===== config.mk =====
export PLATFORM = sky130hd
export DESIGN_NAME = sample_fifo
export DESIGN_NICKNAME = d
export VERILOG_FILES = /design/src/sample_fifo.sv
export SDC_FILE = /design/constraint.sdc
export NUM_CORES = 1
export LEC_CHECK = 0
export BUFFER_PORTS_ARGS = -buffer_cell sky130_fd_sc_hd__buf_2
export CORE_MARGIN = 2
export CORE_UTILIZATION = 53
export CTS_CLUSTER_SIZE = 12
export DETAILED_ROUTE_END_ITERATION = 12
export PLACE_DENSITY = 0.74
export SETUP_SLACK_MARGIN = 0.05
export SLEW_MARGIN = 10
export SYNTH_ARGS = -nofsm -noshare
export SYNTH_HDL_FRONTEND = slang
export SYNTH_SLANG_ARGS = --single-unit

===== constraint.sdc =====
create_clock -name mclk -period 2.3 [get_ports mclk]
set_input_delay 0.345 -clock mclk [delete_from_list [all_inputs] [get_ports mclk]]
set_output_delay 0.345 -clock mclk [all_outputs]
set_load 0.01 [all_outputs]

===== src/sample_fifo.sv =====
`timescale 1ns/1ps
`default_nettype none
module sample_fifo #(
  parameter int WIDTH = 3,
  parameter int DEPTH = 8
) (
  // Clock and reset
  input wire logic mclk,
  input wire logic reset_n,
  input wire logic ce,
  // Fill side
  input wire logic inValid,
  output logic inReady,
  input wire logic [WIDTH-1:0] inData,
  // Drain side
  output logic outValid,
  input wire logic outReady,
  output logic [WIDTH-1:0] outData
);

  localparam int PW = $clog2(DEPTH);
  localparam logic [PW:0] FULL_COUNT = (PW+1)'(DEPTH);
  localparam logic [PW-1:0] LAST_PTR = PW'(DEPTH - 1);

  logic [WIDTH-1:0] mem [DEPTH];
  logic [PW-1:0] wrPtr_reg;
  logic [PW-1:0] rdPtr_reg;
  logic [PW:0] count_reg;
  logic doWrite;
  logic doLoad;

  assign inReady = (count_reg != FULL_COUNT);
  assign doWrite = inValid && inReady;
  // Output register refills as soon as it empties or is taken
  assign doLoad = (count_reg != '0) && (!outValid || outReady);

  function automatic logic [PW-1:0] bump(input logic [PW-1:0] p);
    bump = (p == LAST_PTR) ? '0 : PW'(p + 1'b1);
  endfunction : bump

  always_ff @(posedge mclk) begin
    if (ce && doWrite) begin
      mem[wrPtr_reg] <= inData;
    end
  end

  always_ff @(posedge mclk) begin
    if (!reset_n) begin
      wrPtr_reg <= '0;
      rdPtr_reg <= '0;
      count_reg <= '0;
    end else if (ce) begin
      if (doWrite) begin
        wrPtr_reg <= bump(wrPtr_reg);
      end
      if (doLoad) begin
        rdPtr_reg <= bump(rdPtr_reg);
      end
      count_reg <= (PW+1)'(count_reg + doWrite - doLoad);
    end
  end

  always_ff @(posedge mclk) begin
    if (!reset_n) begin
      outValid <= 1'b0;
      outData <= '0;
    end else if (ce) begin
      if (doLoad) begin
        outValid <= 1'b1;
        outData <= mem[rdPtr_reg];
      end else if (outReady) begin
        outValid <= 1'b0;
      end
    end
  end

endmodule : sample_fifo
`default_nettype wire


== Word level (Yosys, flattened, before mapping) ==
Memories as Yosys holds them, arrays and structs flattened. A register that Yosys moved wholly into a read port is not among the register bits.
Index checks and enable logic that the tools add are counted.
W data, S select, Z words.

* Logic and storage cells: 29
* Input bits: 8
* Bits in writable memories: 24
* Register bits: 11
* Memories kept: 1

{| class="wikitable"
|+ Memories
! memory !! words !! width !! read ports !! clocked after memory_dff !! wr ports !! line !! text
|-
| mem || 8 || 3 || 1 || 1 || 1 || 25 || <nowiki>logic [WIDTH-1:0] mem [DEPTH];</nowiki>
|}

* Eq/ne operators: 3
* Multiplexer cells: 6
* Reductions and logical operators: 11
* Add/sub/neg operators: 4

{| class="wikitable"
|+ Operator list
! kind !! count
|-
| $add A3 B1 Y3 const B || 2
|-
| $eq A3 B3 Y1 const B || 2
|-
| $mux W3 || 2
|-
| $reduce_and A2 Y1 || 3
|-
| $add A4 B1 Y4 || 1
|-
| $mux W1 || 4
|-
| $ne A4 B4 Y1 const B || 1
|-
| $reduce_bool A4 Y1 || 1
|-
| $sub A4 B1 Y4 || 1
|-
| $logic_and A1 B1 Y1 || 3
|-
| $logic_not A1 Y1 || 2
|-
| $reduce_bool A2 Y1 || 1
|-
| $logic_or A1 B1 Y1 || 1
|}

== Depth between registers and ports, before layout ==
Gate-level depths: netlist of the first run.

* Depth in word-level cells: 5
* Gate-level depth with buffers: 13
* Mapped depth without buffers: 13

== Worst setup path before layout of the first run ==
Ideal clock, no wire load.

* Path kind: flip-flop to flip-flop
* Start: register count_reg[2]
* End: register count_reg[2]
* Setup slack: -0.086 ns
* Path buffers: 0
* Clock period less this slack: 2.386 ns
* Stages on the path, launching flop included: 14
* Library setup time: 0.128 ns
* Arrival: 2.258 ns
* Cells stage by stage: dfxtp_1 -> inv_1 -> ha_1 -> nor3b_1 -> inv_1 -> nand2_1 -> ha_1 -> inv_1 -> ha_1 -> inv_1 -> fa_1 -> xnor2_1 -> mux2i_1 -> nor2_1

* Word-level cells in the longest chain between the ends: 4
* Elaborated cells on any way between the ends: 6
* Those cells by class: 2 x add/sub; 1 x eq/ne; 3 x reduce/logical

{| class="wikitable"
|+ Ends and longest elaborated chain
! element !! line !! text
|-
| start: declaration || 28 || <nowiki>logic [PW:0] count_reg;</nowiki>
|-
| start signal: assignment || 59 || <nowiki>count_reg <= (PW+1)'(count_reg + doWrite - doLoad);</nowiki>
|-
| $ne A4 B4 Y1 || 32 || <nowiki>assign inReady = (count_reg != FULL_COUNT);</nowiki>
|-
| via inReady || 13 || <nowiki>output logic inReady,</nowiki>
|-
| $logic_and A1 B1 Y1 || 33 || <nowiki>assign doWrite = inValid && inReady;</nowiki>
|-
| $add A4 B1 Y4 || 59 ||
|-
| $sub A4 B1 Y4 || 59 ||
|}

The timed path passes the listed nets, and every way through them passes these cells.
A chain may end at the register's enable or synchronous reset.

== Worst setup path after layout of the first run ==
* Start: register count_reg[2]
* End: register count_reg[2]

* Word-level cells in the longest chain between the ends: 4
* Elaborated cells on any way between the ends: 6
* Those cells by class: 2 x add/sub; 1 x eq/ne; 3 x reduce/logical

{| class="wikitable"
|+ Ends and longest elaborated chain
! element !! line
|-
| $ne A4 B4 Y1 || 32
|-
| $logic_and A1 B1 Y1 || 33
|-
| $add A4 B1 Y4 || 59
|-
| $sub A4 B1 Y4 * || 59
|}

Mark *: on every way between the ends. The rest lies on a longest branch, timed or not.

==> results, run 1 <==
- The number of fill cells is 255.
- The met2 capacity usage during global routing is 0.284.
- In this run the standard cell core region covers 0.00328 mm².
- The end of the worst register-to-register path is count_reg[2].
- The register with the most flip-flops in the layout has 24 of them.
- The count of cell types in the netlist is 32.
- The number of buffers on the longest clock path is 2.
- The worst reg2reg path depth is 13.
- Synthesis produced a netlist with a net count of about 160.
- The global-route layer with the greatest usage is met2.
- The startpoint of the tightest hold check path is reset_n.
- A synthesized cell averages 13.0 µm².
- Measured on the finished design, the core utilization comes to 0.630.
- Detailed routing inserted a total of roughly 1.2k vias.
- The startpoint of the worst-slack reg-to-reg timing path is count_reg[2].
- The count of buffers added on input and output ports is 12.
- The top-level I/O count is 13.
- The final period utilization is 0.946.
- In this run the static leakage power is roughly 0.75 nW.
- The post-route antenna net violation count is 0.
- The die height is 62.1 µm.
- The flow ran to the end, and the final reports show no timing, DRC or antenna violations.
- 0 antenna diodes ended up in the layout.
- The reported max-cap violation count is 0.
- Data arrives at the worst endpoint at between 2 and 2.5 ns.
- Buffers inserted during clock tree synthesis total 5.
- The layout overhead on the synthesized area is 15.8%.
- The critical path required time is between 2 and 3 ns.
- The final critical-path required period is 2.18 ns.
- The TritonCTS clock tree is done.
- The total overflow left after global routing is 0.
- The clock slew seen by the registers of the worst setup and hold paths is 0.12 ns.
- The congestion estimate from routability-driven global placement came to about 0.83.
- For this run, the total global-route usage over all layers was measured as 0.191.
- The die is slightly above 60 µm wide.
- In this run the number of H-tree levels came out at 2.
- In the layout the commonest cells are edfxtp_1, dfxtp_1, buf_2, nor2_1.
- The fraction of final layout cells with drive strength greater than 1 is 0.259.
- Counting flops with a built-in enable in the synthesized netlist gives 24.
- Along the worst hold path, the cell count comes to 2.
- Along the worst path, the maximum fanout reaches 3.
- The worst hold endpoint is outValid.
- At the pin with the least slew margin, the transition time is 0.554 ns.
- The initial standard-cell utilization of the core is 0.544.
- The number of hold buffers added after CTS was 0.
- The cell area that synthesis handed to floorplanning was about 0.0018 mm².
- For this run, design rule violations remaining after detail routing come to 0.
- In this run the tightest slew margin relative to its limit is 0.628.
- For flop-to-flop paths, the worst setup slack is around 0.12 ns.
- The via count of the first global-routing pass is between 1k and 1.5k.
- The setup violation total in the final timing report is 0.
- The cell sitting at the root of the clock tree is a clkbuf_4.
- The Yosys step of the flow raised 0 warnings.
- The cell area after layout is approximately 0.0021 mm².
- In the global route stage, met3 resource usage came out at 0.0518.
- The critical path startpoint category is a flop.
- The share of the Yosys chip area taken by registers is 0.560.
- The average via count per standard cell is roughly 5.7.
- The routed wire length is around 3.3 mm.
- The first-pass iteration count of the detailed router is 4.
- For this design the ratio of total power to cell area is roughly 990 mW/mm².
- The die covers around 0.0039 mm².
- The worst setup path is captured at a flop.
- Static timing analysis puts the maximum clock frequency at around 460 MHz.
- The worst clock skew is between 0.01 and 0.015 ns.
- The first-iteration detailed-routing DRC count is between 80 and 90.
- Counting every sink on the clock net gives 38.
- The startpoint-to-endpoint class of the critical path is flop to flop.
- Entering global routing, the biggest net connects 14 pins.
- The number of max-slew violations in the final report is 0.
- The path type of the worst min-delay path is primary input to flop.
- After floorplanning, the core was divided into 21 placement rows.
- The worst ir drop on vdd is about 570 µV.
- The wire length of the first global-routing pass is 5.17 mm.
- The most common library cell in the layout ignoring fill and taps is edfxtp_1.
- The placed instances occupy a cell area of about 0.0019 mm².
- The synthesis-stage register bit count is 38.
- The primary flip-flop cell chosen by synthesis mapping is edfxtp_1.
- The number of antenna violations at the first check in global routing is 0.
- Setup repair after global routing could not meet its margin everywhere.
- The final-report hold violation count is 0.
- The post-detailed-route wirelength per cell is ~16 µm.
- The half-perimeter wire length of the detailed placement result is 2.27 mm.
- The proportion of register bits with asynchronous set or reset after synthesis is 0.
- The final-stage net count is between 150 and 200.
- For the worst-skew pair, the clock arrives at the later sink with an insertion delay of 0.35 ns.
- The met1 usage is 0.263.
- Synthesis produced approximately 140 cells.
[where the power goes]
group | total, W | internal (W) | switching [W] | leakage, nW
Sequential | 0.000887 | 0.000793 | 0.0000944 | 0.332
Combinational | 0.000690 | 0.000363 | 0.000327 | 0.382
Clock | 0.000461 | 0.000228 | 0.000233 | 0.0374
[synth_stat cells (all sizes together) (2+ instances only)]
library cell  number  area [µm²]
dfxtp             14         280
edfxtp            24         721
a21oi              6        30.0
a211oi             6        45.0
o21ai              4        20.0
nor3b              2        15.0
o31ai              3        22.5
nor2b              2        12.5
nand2              4        15.0
a21o               2        15.0
nor2               9        33.8
ha                10         125
a31oi              3        18.8
clkbuf             3        11.3
nor3               5        25.0
nand4              5        31.3
inv                9        33.8
mux2i              5        50.1
buf                3        23.8
mux4               6         158
nand2b             3        18.8
[per-layer routing]
| layer | vias up | share of wire | wire length, µm |
|---|---|---|---|
| met1 | 556 | 0.47 | 1540 |
| li1 | 566 | - | - |
| met3 | 5 | 0.046 | 149 |
| met4 | 0 | 0.014 | 46 |
| met5 | - | 0 | 0 |
| met2 | 37 | 0.47 | 1540 |
[kinds of logic after synthesis]
kind of cell / share of synthesized area
AO/OA/AOI/OAI: 0.0931
AND/OR/NAND/NOR: 0.106
adder cells (fa/ha/maj): 0.0812
flip-flops: 0.560
XOR/XNOR: 0.00490
multiplexers: 0.116
buffers and inverters: 0.0385
[worst max-delay path by stage]
stage | slack [ns] | from | to | depth (start not counted)
after floorplan | 0.08 | count_reg[2] | count_reg[2] | 13
after global placement | 0.08 | count_reg[2] | count_reg[2] | 13
after detailed placement | -0.02 | count_reg[2] | count_reg[2] | 13
after CTS | 0.05 | count_reg[2] | count_reg[2] | 13
after global routing | 0.003 | count_reg[2] | count_reg[2] | 13
final | 0.12 | count_reg[2] | count_reg[2] | 13
[worst max-delay path, cell delays in order (launching register included)]
cell and delay [ns]:
dfxtp_2 0.37, inv_4 0.05, ha_4 0.15, nor3b_4 0.14, inv_1 0.08, nand2_1 0.05
ha_1 0.28, inv_1 0.06, ha_2 0.17, inv_2 0.04, fa_2 0.35, xnor2_1 0.13
mux2i_1 0.13, nor2_1 0.06
[final cells by class]
| type | instances | area (µm²) | area share |
|---|---|---|---|
| tap | 46 | 57.6 | 0.0278 |
| sequential | 38 | 1000 | 0.485 |
| clock inverter | 3 | 45.0 | 0.0218 |
| clock buffer | 5 | 37.5 | 0.0181 |
| timing repair buffer | 19 | 113 | 0.0544 |
| multi-input combinational | 84 | 777 | 0.375 |
| inverter | 9 | 36.3 | 0.0175 |
[per-stage QoR]
stage / TNS (ns) / hold slack [ns] / setup slack (ns) / power, W / instances
CTS: 0 / 0.218 / 0.0522 / 0.00194 / 203
global route: 0 / 0.238 / 0.00312 / 0.00217 / 204
floorplan: 0 / 0.444 / 0.0816 / 0.00131 / 137
finish: 0 / 0.229 / 0.123 / 0.00204 / 204
global placement: 0 / 0.475 / 0.0815 / 0.00145 / 194
detailed placement: -0.0171 / 0.509 / -0.0171 / 0.00147 / 194
[what timing repair did]
action	CTS	global route
pin swaps	0	6
resized for setup	1	15
endpoints found under the setup margin	2	3
buffers inserted	1	1
Note: power is estimated with default switching activity, not from simulation.
==> run 2, diff against run 1 <==
--- a/config.mk
+++ b/config.mk
@@ -7,12 +7,13 @@
 export LEC_CHECK = 0
 export BUFFER_PORTS_ARGS = -buffer_cell sky130_fd_sc_hd__buf_2
 export CORE_MARGIN = 2
-export CORE_UTILIZATION = 53
+export CORE_UTILIZATION = 55
+export CTS_BUF_LIST = sky130_fd_sc_hd__clkbuf_8
 export CTS_CLUSTER_SIZE = 12
 export DETAILED_ROUTE_END_ITERATION = 12
-export PLACE_DENSITY = 0.74
+export PLACE_DENSITY = 0.77
 export SETUP_SLACK_MARGIN = 0.05
-export SLEW_MARGIN = 10
+export SLEW_MARGIN = 20
 export SYNTH_ARGS = -nofsm -noshare
 export SYNTH_HDL_FRONTEND = slang
 export SYNTH_SLANG_ARGS = --single-unit
==> results, run 2 (same netlist as run 1, synthesis figures left out) <==
- The die width is 61.0 µm.
- The worst clock skew is around 0.0064 ns.
- In this run the number of H-tree levels came out at 2.
- After the last flow step, the layout net total stands at between 150 and 200.
- The number of buffers on the longest clock path is 2.
- The run finished with clean final reports.
- The path type of the worst min-delay path is primary input to flop.
- The placed instances occupy a cell area of approximately 0.0019 mm².
- The floorplan has 20 rows.
- The number of cells on the worst reg-to-reg path is 12.
- The maximum fanout encountered on the critical timing path is 3.
- The HPWL after detailed placement is between 2 and 2.5 mm.
- STA puts the critical path data arrival time at ~2.3 ns.
- Along the worst hold path, the cell count comes to 2.
- Once layout is done, the placed cells without fillers occupy about 0.0021 mm².
- The power density normalized to cell area is roughly 980 mW/mm².
- Clock latency on the worst-skew pair, taken at its later pin, is around 0.29 ns.
- The transition time of the tightest slew-check pin is approximately 0.57 ns.
- The startpoint of the tightest hold check path is reset_n.
- The critical path required time is around 2.5 ns.
- The root buffer cell is clkbuf_8.
- The worst hold path terminates at outValid.
- Before antenna repair, the detailed router went through 5 iterations.
- Setup violations remaining at the end of the flow were counted as 0.
- Headroom to the max-slew limit came out at 0.619.
- The last weighted congestion value of the routability-driven placer is between 0.7 and 0.8.
- The via total after detailed routing is ~1.2k.
- The final critical-path required period is 2.18 ns.
- The startpoint-to-endpoint class of the critical path is flop to flop.
- In the routed layout, each cell is associated on average with a via count of a little under 6.
- The slowest stage cell on the critical path is dfxtp_2.
- The type of element capturing the critical path is a flop.
- The post-detailed-route DRC marker count is 0.
- The worst path meets setup with roughly 0.12 ns of slack.
- The wire length of the first global-routing pass is between 5 and 6 mm.
- The reported leakage power is 0.758 nW.
- The final-report hold violation count is 0.
- Of the available clock period, the critical path in the final layout requires 0.947.
- The number of antenna violations at the first check in global routing is 0.
- The die footprint is about 0.0037 mm².
- From bottom edge to top edge, the die measures roughly 61 µm.
- The fraction of final layout cells with drive strength greater than 1 is 0.264.
- The initial standard-cell utilization of the core is 0.580.
- For this block, the initial DRC count from the detailed router was 53.
- The repair_antennas step left the layout with diodes totalling 0.
- Relative to the synthesized area, the layout overhead comes to 16.2%.
- 13 I/O pins were placed.
- The reported max-cap violation count is 0.
- The flip-flop count of the largest register after layout is 24.
- The number of buffers added by the clock tree synthesis step is 5.
- The clock slew seen by the registers of the worst setup and hold paths is about 0.07 ns.
- The number of buffers inserted by port buffering is 12.
- Final hold analysis gives a worst-case slack of slightly below 0.3 ns.
- The number of sinks handled by clock tree synthesis is 38.
- Traced cell by cell, the critical path runs through inv_1 > ha_2 > nor3b_4 > nor2_2 > ha_4 > inv_2 > ha_2 > inv_1 > fa_2 > xnor2_1 > mux2i_1 > nor2_1.
- The setup check on the worst reg-to-reg path leaves a slack of 0.12 ns.
- The core area is about 0.003 mm².
- The post-detailed-route wirelength per cell is 16.3 µm.
- The minimum setup slack after placement is -0.0462 ns.
- For this run, the share of the core covered by cells in the final layout is 0.675.
- In this design, the stage delay of the slowest critical-path cell is roughly 0.36 ns.
- Entering global routing, the biggest net connects 16 pins.
- The routed wire length is roughly 3.3 mm.
- Across every metal layer, demand over resource in global routing totals 0.201.
- The number of max-slew violations in the final report is 0.
- The TritonCTS clock tree is done.
- Summed over all layers, the global routing overflow is 0.
- Timing would allow up to between 400 and 500 MHz.
- In this run the critical register-to-register path is captured at count_reg[2].
- The critical path startpoint category is a flop.
- The via count of the first global-routing pass is about 1.1k.
- The startpoint identified for the worst register-to-register timing path is count_reg[3].
- The count of nets left with antenna violations once routing finished came out at 0.
- The worst-case IR drop observed on VDD is roughly 600 µV.
- The most common library cell in the layout ignoring fill and taps is edfxtp_1.
- The top cell types in the final layout, fill and taps aside, are edfxtp_1, dfxtp_1, buf_2, nor2_1, buf_4.
run 2: cell types whose count changed in the layout (fill, tap and decap cells not counted), sizes merged:
cell / before / now
clkinv: 0 / 2
bufinv: 1 / 0
clkinvlp: 2 / 1
buf: 19 / 20
run 2: cell type report:
type                       count  area [µm²]
multi-input combinational     84         777
fill                         228        1000
clock inverter                 3        16.3
timing repair buffer          20         120
inverter                       9        36.3
sequential                    38        1000
tap                           44        55.1
clock buffer                   5        68.8
run 2: timing repair:
| item | 4_1_cts | 5_1_grt |
|---|---|---|
| hold buffers | 0 | 0 |
| pin swaps | 0 | 2 |
| setup endpoints to repair | 2 | 2 |
| resized for setup | 4 | 12 |
| setup buffers | 1 | 2 |
run 2: stage by stage:
step | total power (W) | instances | TNS (ns)
after global placement | 0.00144 | 192 | 0
after detailed placement | 0.00147 | 192 | -0.0462
after global routing | 0.00216 | 203 | -0.00139
final | 0.00204 | 203 | 0
after CTS | 0.00194 | 201 | 0
after floorplan | 0.00131 | 137 | 0
run 2: how the worst max path moves through the flow:
| stage | start | to | slack, ns | cells after the start |
|---|---|---|---|---|
| final | count_reg[3] | count_reg[2] | 0.12 | 12 |
| after global routing | count_reg[3] | count_reg[2] | -0.001 | 12 |
| after CTS | count_reg[2] | count_reg[2] | 0.06 | 13 |
| after detailed placement | count_reg[2] | count_reg[2] | -0.05 | 12 |
| after global placement | count_reg[2] | count_reg[2] | 0.07 | 12 |
| after floorplan | count_reg[2] | count_reg[2] | 0.08 | 13 |
run 2: power by group:
part / internal, W / switching, W / leakage [nW]
logic: 0.000378 / 0.000341 / 0.385
clock network: 0.000207 / 0.000224 / 0.0416
registers: 0.000794 / 0.0000937 / 0.332
run 2: critical path: cells and delay by family (launching register included):
family	cells	cell delay [ns]
buffers and inverters	3	0.16
and+or+nand+nor	3	0.35
muxes	1	0.16
xor gates and xnor gates	1	0.14
adders and majority gates	4	0.87
DFF	1	0.36
run 2: routing by layer:
metal / GRT usage / vias to the layer above / share of wire
met4: 0.0559 / 0 / 0.0088
met5: 0 / - / 0
met2: 0.312 / 40 / 0.49
met3: 0.0768 / 5 / 0.056
met1: 0.266 / 573 / 0.44
li1: - / 569 / -
==> run 3, diff against run 2 <==
==> constraint.sdc (replaced) <==
create_clock -name mclk -period 2.3 [get_ports mclk]
set_input_delay 0.115 -clock mclk [delete_from_list [all_inputs] [get_ports mclk]]
set_output_delay 0.115 -clock mclk [all_outputs]
set_load 0.01 [all_outputs]
==> results, run 3 (same netlist as run 1, synthesis figures left out) <==
- The run finished with clean final reports.
- The internal power summed over all cells is 0.00153 W.
- After the last flow step, the layout net total stands at about 180.
- The library cells used most frequently in the layout, excluding fill and tap cells, are edfxtp_1, dfxtp_1, buf_2, nor2_1, buf_4.
- The post-placement cell area is roughly 0.0019 mm².
- The number of antenna violations at the first check in global routing is 0.
- The number of placement rows is 20.
- In the global route stage, overall resource usage came out at 0.204.
- The highest attainable clock frequency is around 450 MHz.
- In this run the register-to-register setup slack is just over 0.09 ns.
- The number of max-slew violations in the final report is 0.
- The clock slew seen by the registers of the worst setup and hold paths is approximately 0.070 ns.
- The most common library cell in the layout ignoring fill and taps is edfxtp_1.
- The normalized max-slew margin is 0.615.
- At the worst endpoint, the required time is about 2.2 ns.
- For the worst-skew pair, the clock arrives at the later sink with an insertion delay of 0.28 ns.
- The startpoint of the worst-slack reg-to-reg timing path is count_reg[2].
- The final critical-path required period is between 2 and 2.5 ns.
- The startpoint-to-endpoint class of the critical path is flop to flop.
- The post-detailed-route DRC marker count is 0.
- Measured along the x axis, the die boundary spans between 60 and 70 µm.
- The final-report hold violation count is 0.
- The cell repeated most along the worst path is buf_4.
- The half-perimeter wire length of the detailed placement result is approximately 2.2 mm.
- The wire length of the first global-routing pass is 5.32 mm.
- The first-iteration detailed-routing DRC count is 44.
- The reported leakage power is approximately 0.78 nW.
- The region available for standard cell placement spans a little over 0.003 mm².
- The first-pass iteration count of the detailed router is 4.
- The non-filler instance count after layout is 203.
- The critical path goes through inv_4 > ha_4 > nor3b_4 > inv_2 > buf_4 > buf_4 > buf_4 > buf_4 > nand3_1 > nor3_1.
- The repair_antennas step left the layout with diodes totalling 0.
- The post-detailed-route wirelength per cell is 16.2 µm.
- Setup repair after global routing could not meet its margin everywhere.
- The endpoint identified for the worst register-to-register timing path is mem[6][0].
- The part of the total power dissipated in combinational logic is 0.354.
- For this design the top-level I/O count stands at 13.
- The largest incremental delay on the critical path is about 0.53 ns.
- The via count of the first global-routing pass is ~1.2k.
- After detailed routing, the number of vias per cell comes to a little under 6.
- The uppermost layer routed is met4.
- The share of total power dissipated in the clock network is 0.244.
- The maximum fanout encountered on the critical timing path is 4.
- Once placement completed, the tool counted placed cells totaling 190.
- The critical path data arrival time is 2.13 ns.
- The worst hold path stage count is 2.
- The switching power as a share of total power is 0.311.
- The count of H-tree levels built during CTS is 2.
- Power comes to between 0.002 and 0.0025 W.
- For this design, the CTS-stage hold fixing added 0 buffers.
- On the final layout, the worst clock skew is slightly above 0.007 ns.
- The die footprint is approximately 0.0037 mm².
- Global routing finished with a remaining overflow of 0.
- The post-route antenna net violation count is 0.
- The tree is rooted in a clkbuf_8.
- Entering global routing, the biggest net connects 19 pins.
- The register with the most flip-flops in the layout has 24 of them.
- After routing the design area is roughly 0.0021 mm².
- The path with the worst hold slack has its endpoint at outValid.
- The number of buffers added by the clock tree synthesis step is 5.
- The setup TNS is 0 ns.
- The clock passes through at most 2 buffers.
- The total length of routed met3 wires is about 140 µm.
- The met2 wire length is roughly 1.6 mm.
- The via total after detailed routing is 1208.
- The last weighted congestion value of the routability-driven placer is around 0.74.
- The transition time of the tightest slew-check pin is 0.573 ns.
- The number of buffers inserted by port buffering is 12.
- The sequential group share of total power is 0.402.
- The startpoint of the tightest hold check path is reset_n.
- The slowest stage cell on the critical path is nor3_1.
- Compared with the post-synthesis result, the final layout area differs by 18.6%.
- Dividing total power by cell area gives a power density of between 1000 and 1500 mW/mm².
- Of the available clock period, the critical path in the final layout requires 0.960.
- The routed wire length is roughly 3.3 mm.
- The reported max-cap violation count is 0.
- In this run the power spent charging and discharging nets is between 0.0006 and 0.0007 W.
- The worst ir drop on vdd is a little under 800 µV.
- The number of sinks handled by clock tree synthesis is 38.
- TritonCTS built the clock tree.
- The setup violation total in the final timing report is 0.
- The worst setup path is launched from a flop.
- Counting cells, the worst reg-to-reg path comes to 10.
- The initial standard-cell utilization of the core is 0.580.
- In the final layout, the share of cells above drive strength 1 is 0.283.
- The path type of the worst min-delay path is primary input to flop.
- The floorplan step set the die height to around 61 µm.
- The routed metal-1 wire length is about 1.5 mm.
- The type of element capturing the critical path is a flop.
==> run 3: changes by cell type in the layout (fill, tap and decap cells not counted), sizes merged <==
| cell | change |
|---|---|
| bufinv | +1 |
| clkinvlp | -1 |
==> run 3: worst max-delay path: cells and delay by family (launching register included) <==
| kind | cells | cell delay, ns |
|---|---|---|
| flip-flops | 1 | 0.36 |
| buffers and inverters | 6 | 0.51 |
| AND/OR/NAND/NOR | 3 | 0.82 |
| adder cells (fa/ha/maj) | 1 | 0.15 |
==> run 3: worst max path at each step <==
stage                  from           end  slack (ns)
3_5_place_dp   count_reg[2]  count_reg[2]       -0.03
2_1_floorplan  count_reg[2]  count_reg[2]        0.08
5_1_grt        count_reg[1]     mem[6][1]       -0.03
3_3_place_gp   count_reg[2]  count_reg[2]        0.05
4_1_cts        count_reg[2]     mem[6][0]        0.05
6_report       count_reg[2]     mem[6][0]        0.09
==> run 3: repair_timing <==
item / 4_1_cts / 5_1_grt
setup endpoints to repair: 2 / 14
gates resized for setup: 9 / 10
buffers inserted: 4 / 1
cloned: 0 / 0
pin swaps: 0 / 5
==> run 3: area by class of cell <==
class	instances	area, µm²
Inverter	9	36.3
Timing Repair Buffer	20	120
Multi-Input combinational cell	84	795
Sequential cell	38	1000
Clock inverter	3	40.0
Clock buffer	5	68.8
Fill cell	210	960
Tap cell	44	55.1
==> run 3: power groups by stage <==
stage | combinational [W] | sequential, W | clock, W
final | 0.000783 | 0.000891 | 0.000540
after global routing | 0.000870 | 0.000905 | 0.000580
after CTS | 0.000686 | 0.000879 | 0.000547
after detailed placement | 0.000571 | 0.000882 | 0
after global placement | 0.000551 | 0.000881 | 0
after floorplan | 0.000454 | 0.000861 | 0
==> run 3: metrics by stage <==
stage | hold WS, ns | setup WS [ns] | utilization
2_1_floorplan | 0.214 | 0.0816 | -
3_3_place_gp | 0.346 | 0.0541 | 0.617
3_5_place_dp | 0.364 | -0.0252 | 0.617
4_1_cts | 0.0600 | 0.0539 | 0.673
5_1_grt | 0.0565 | -0.0278 | 0.688
6_report | 0.0697 | 0.0918 | 0.688
==> run 3: routing by layer <==
metal	up-vias	track usage
li1	569	-
met1	593	0.256
met2	38	0.323
met3	8	0.0682
met4	0	0.0932
met5	-	0
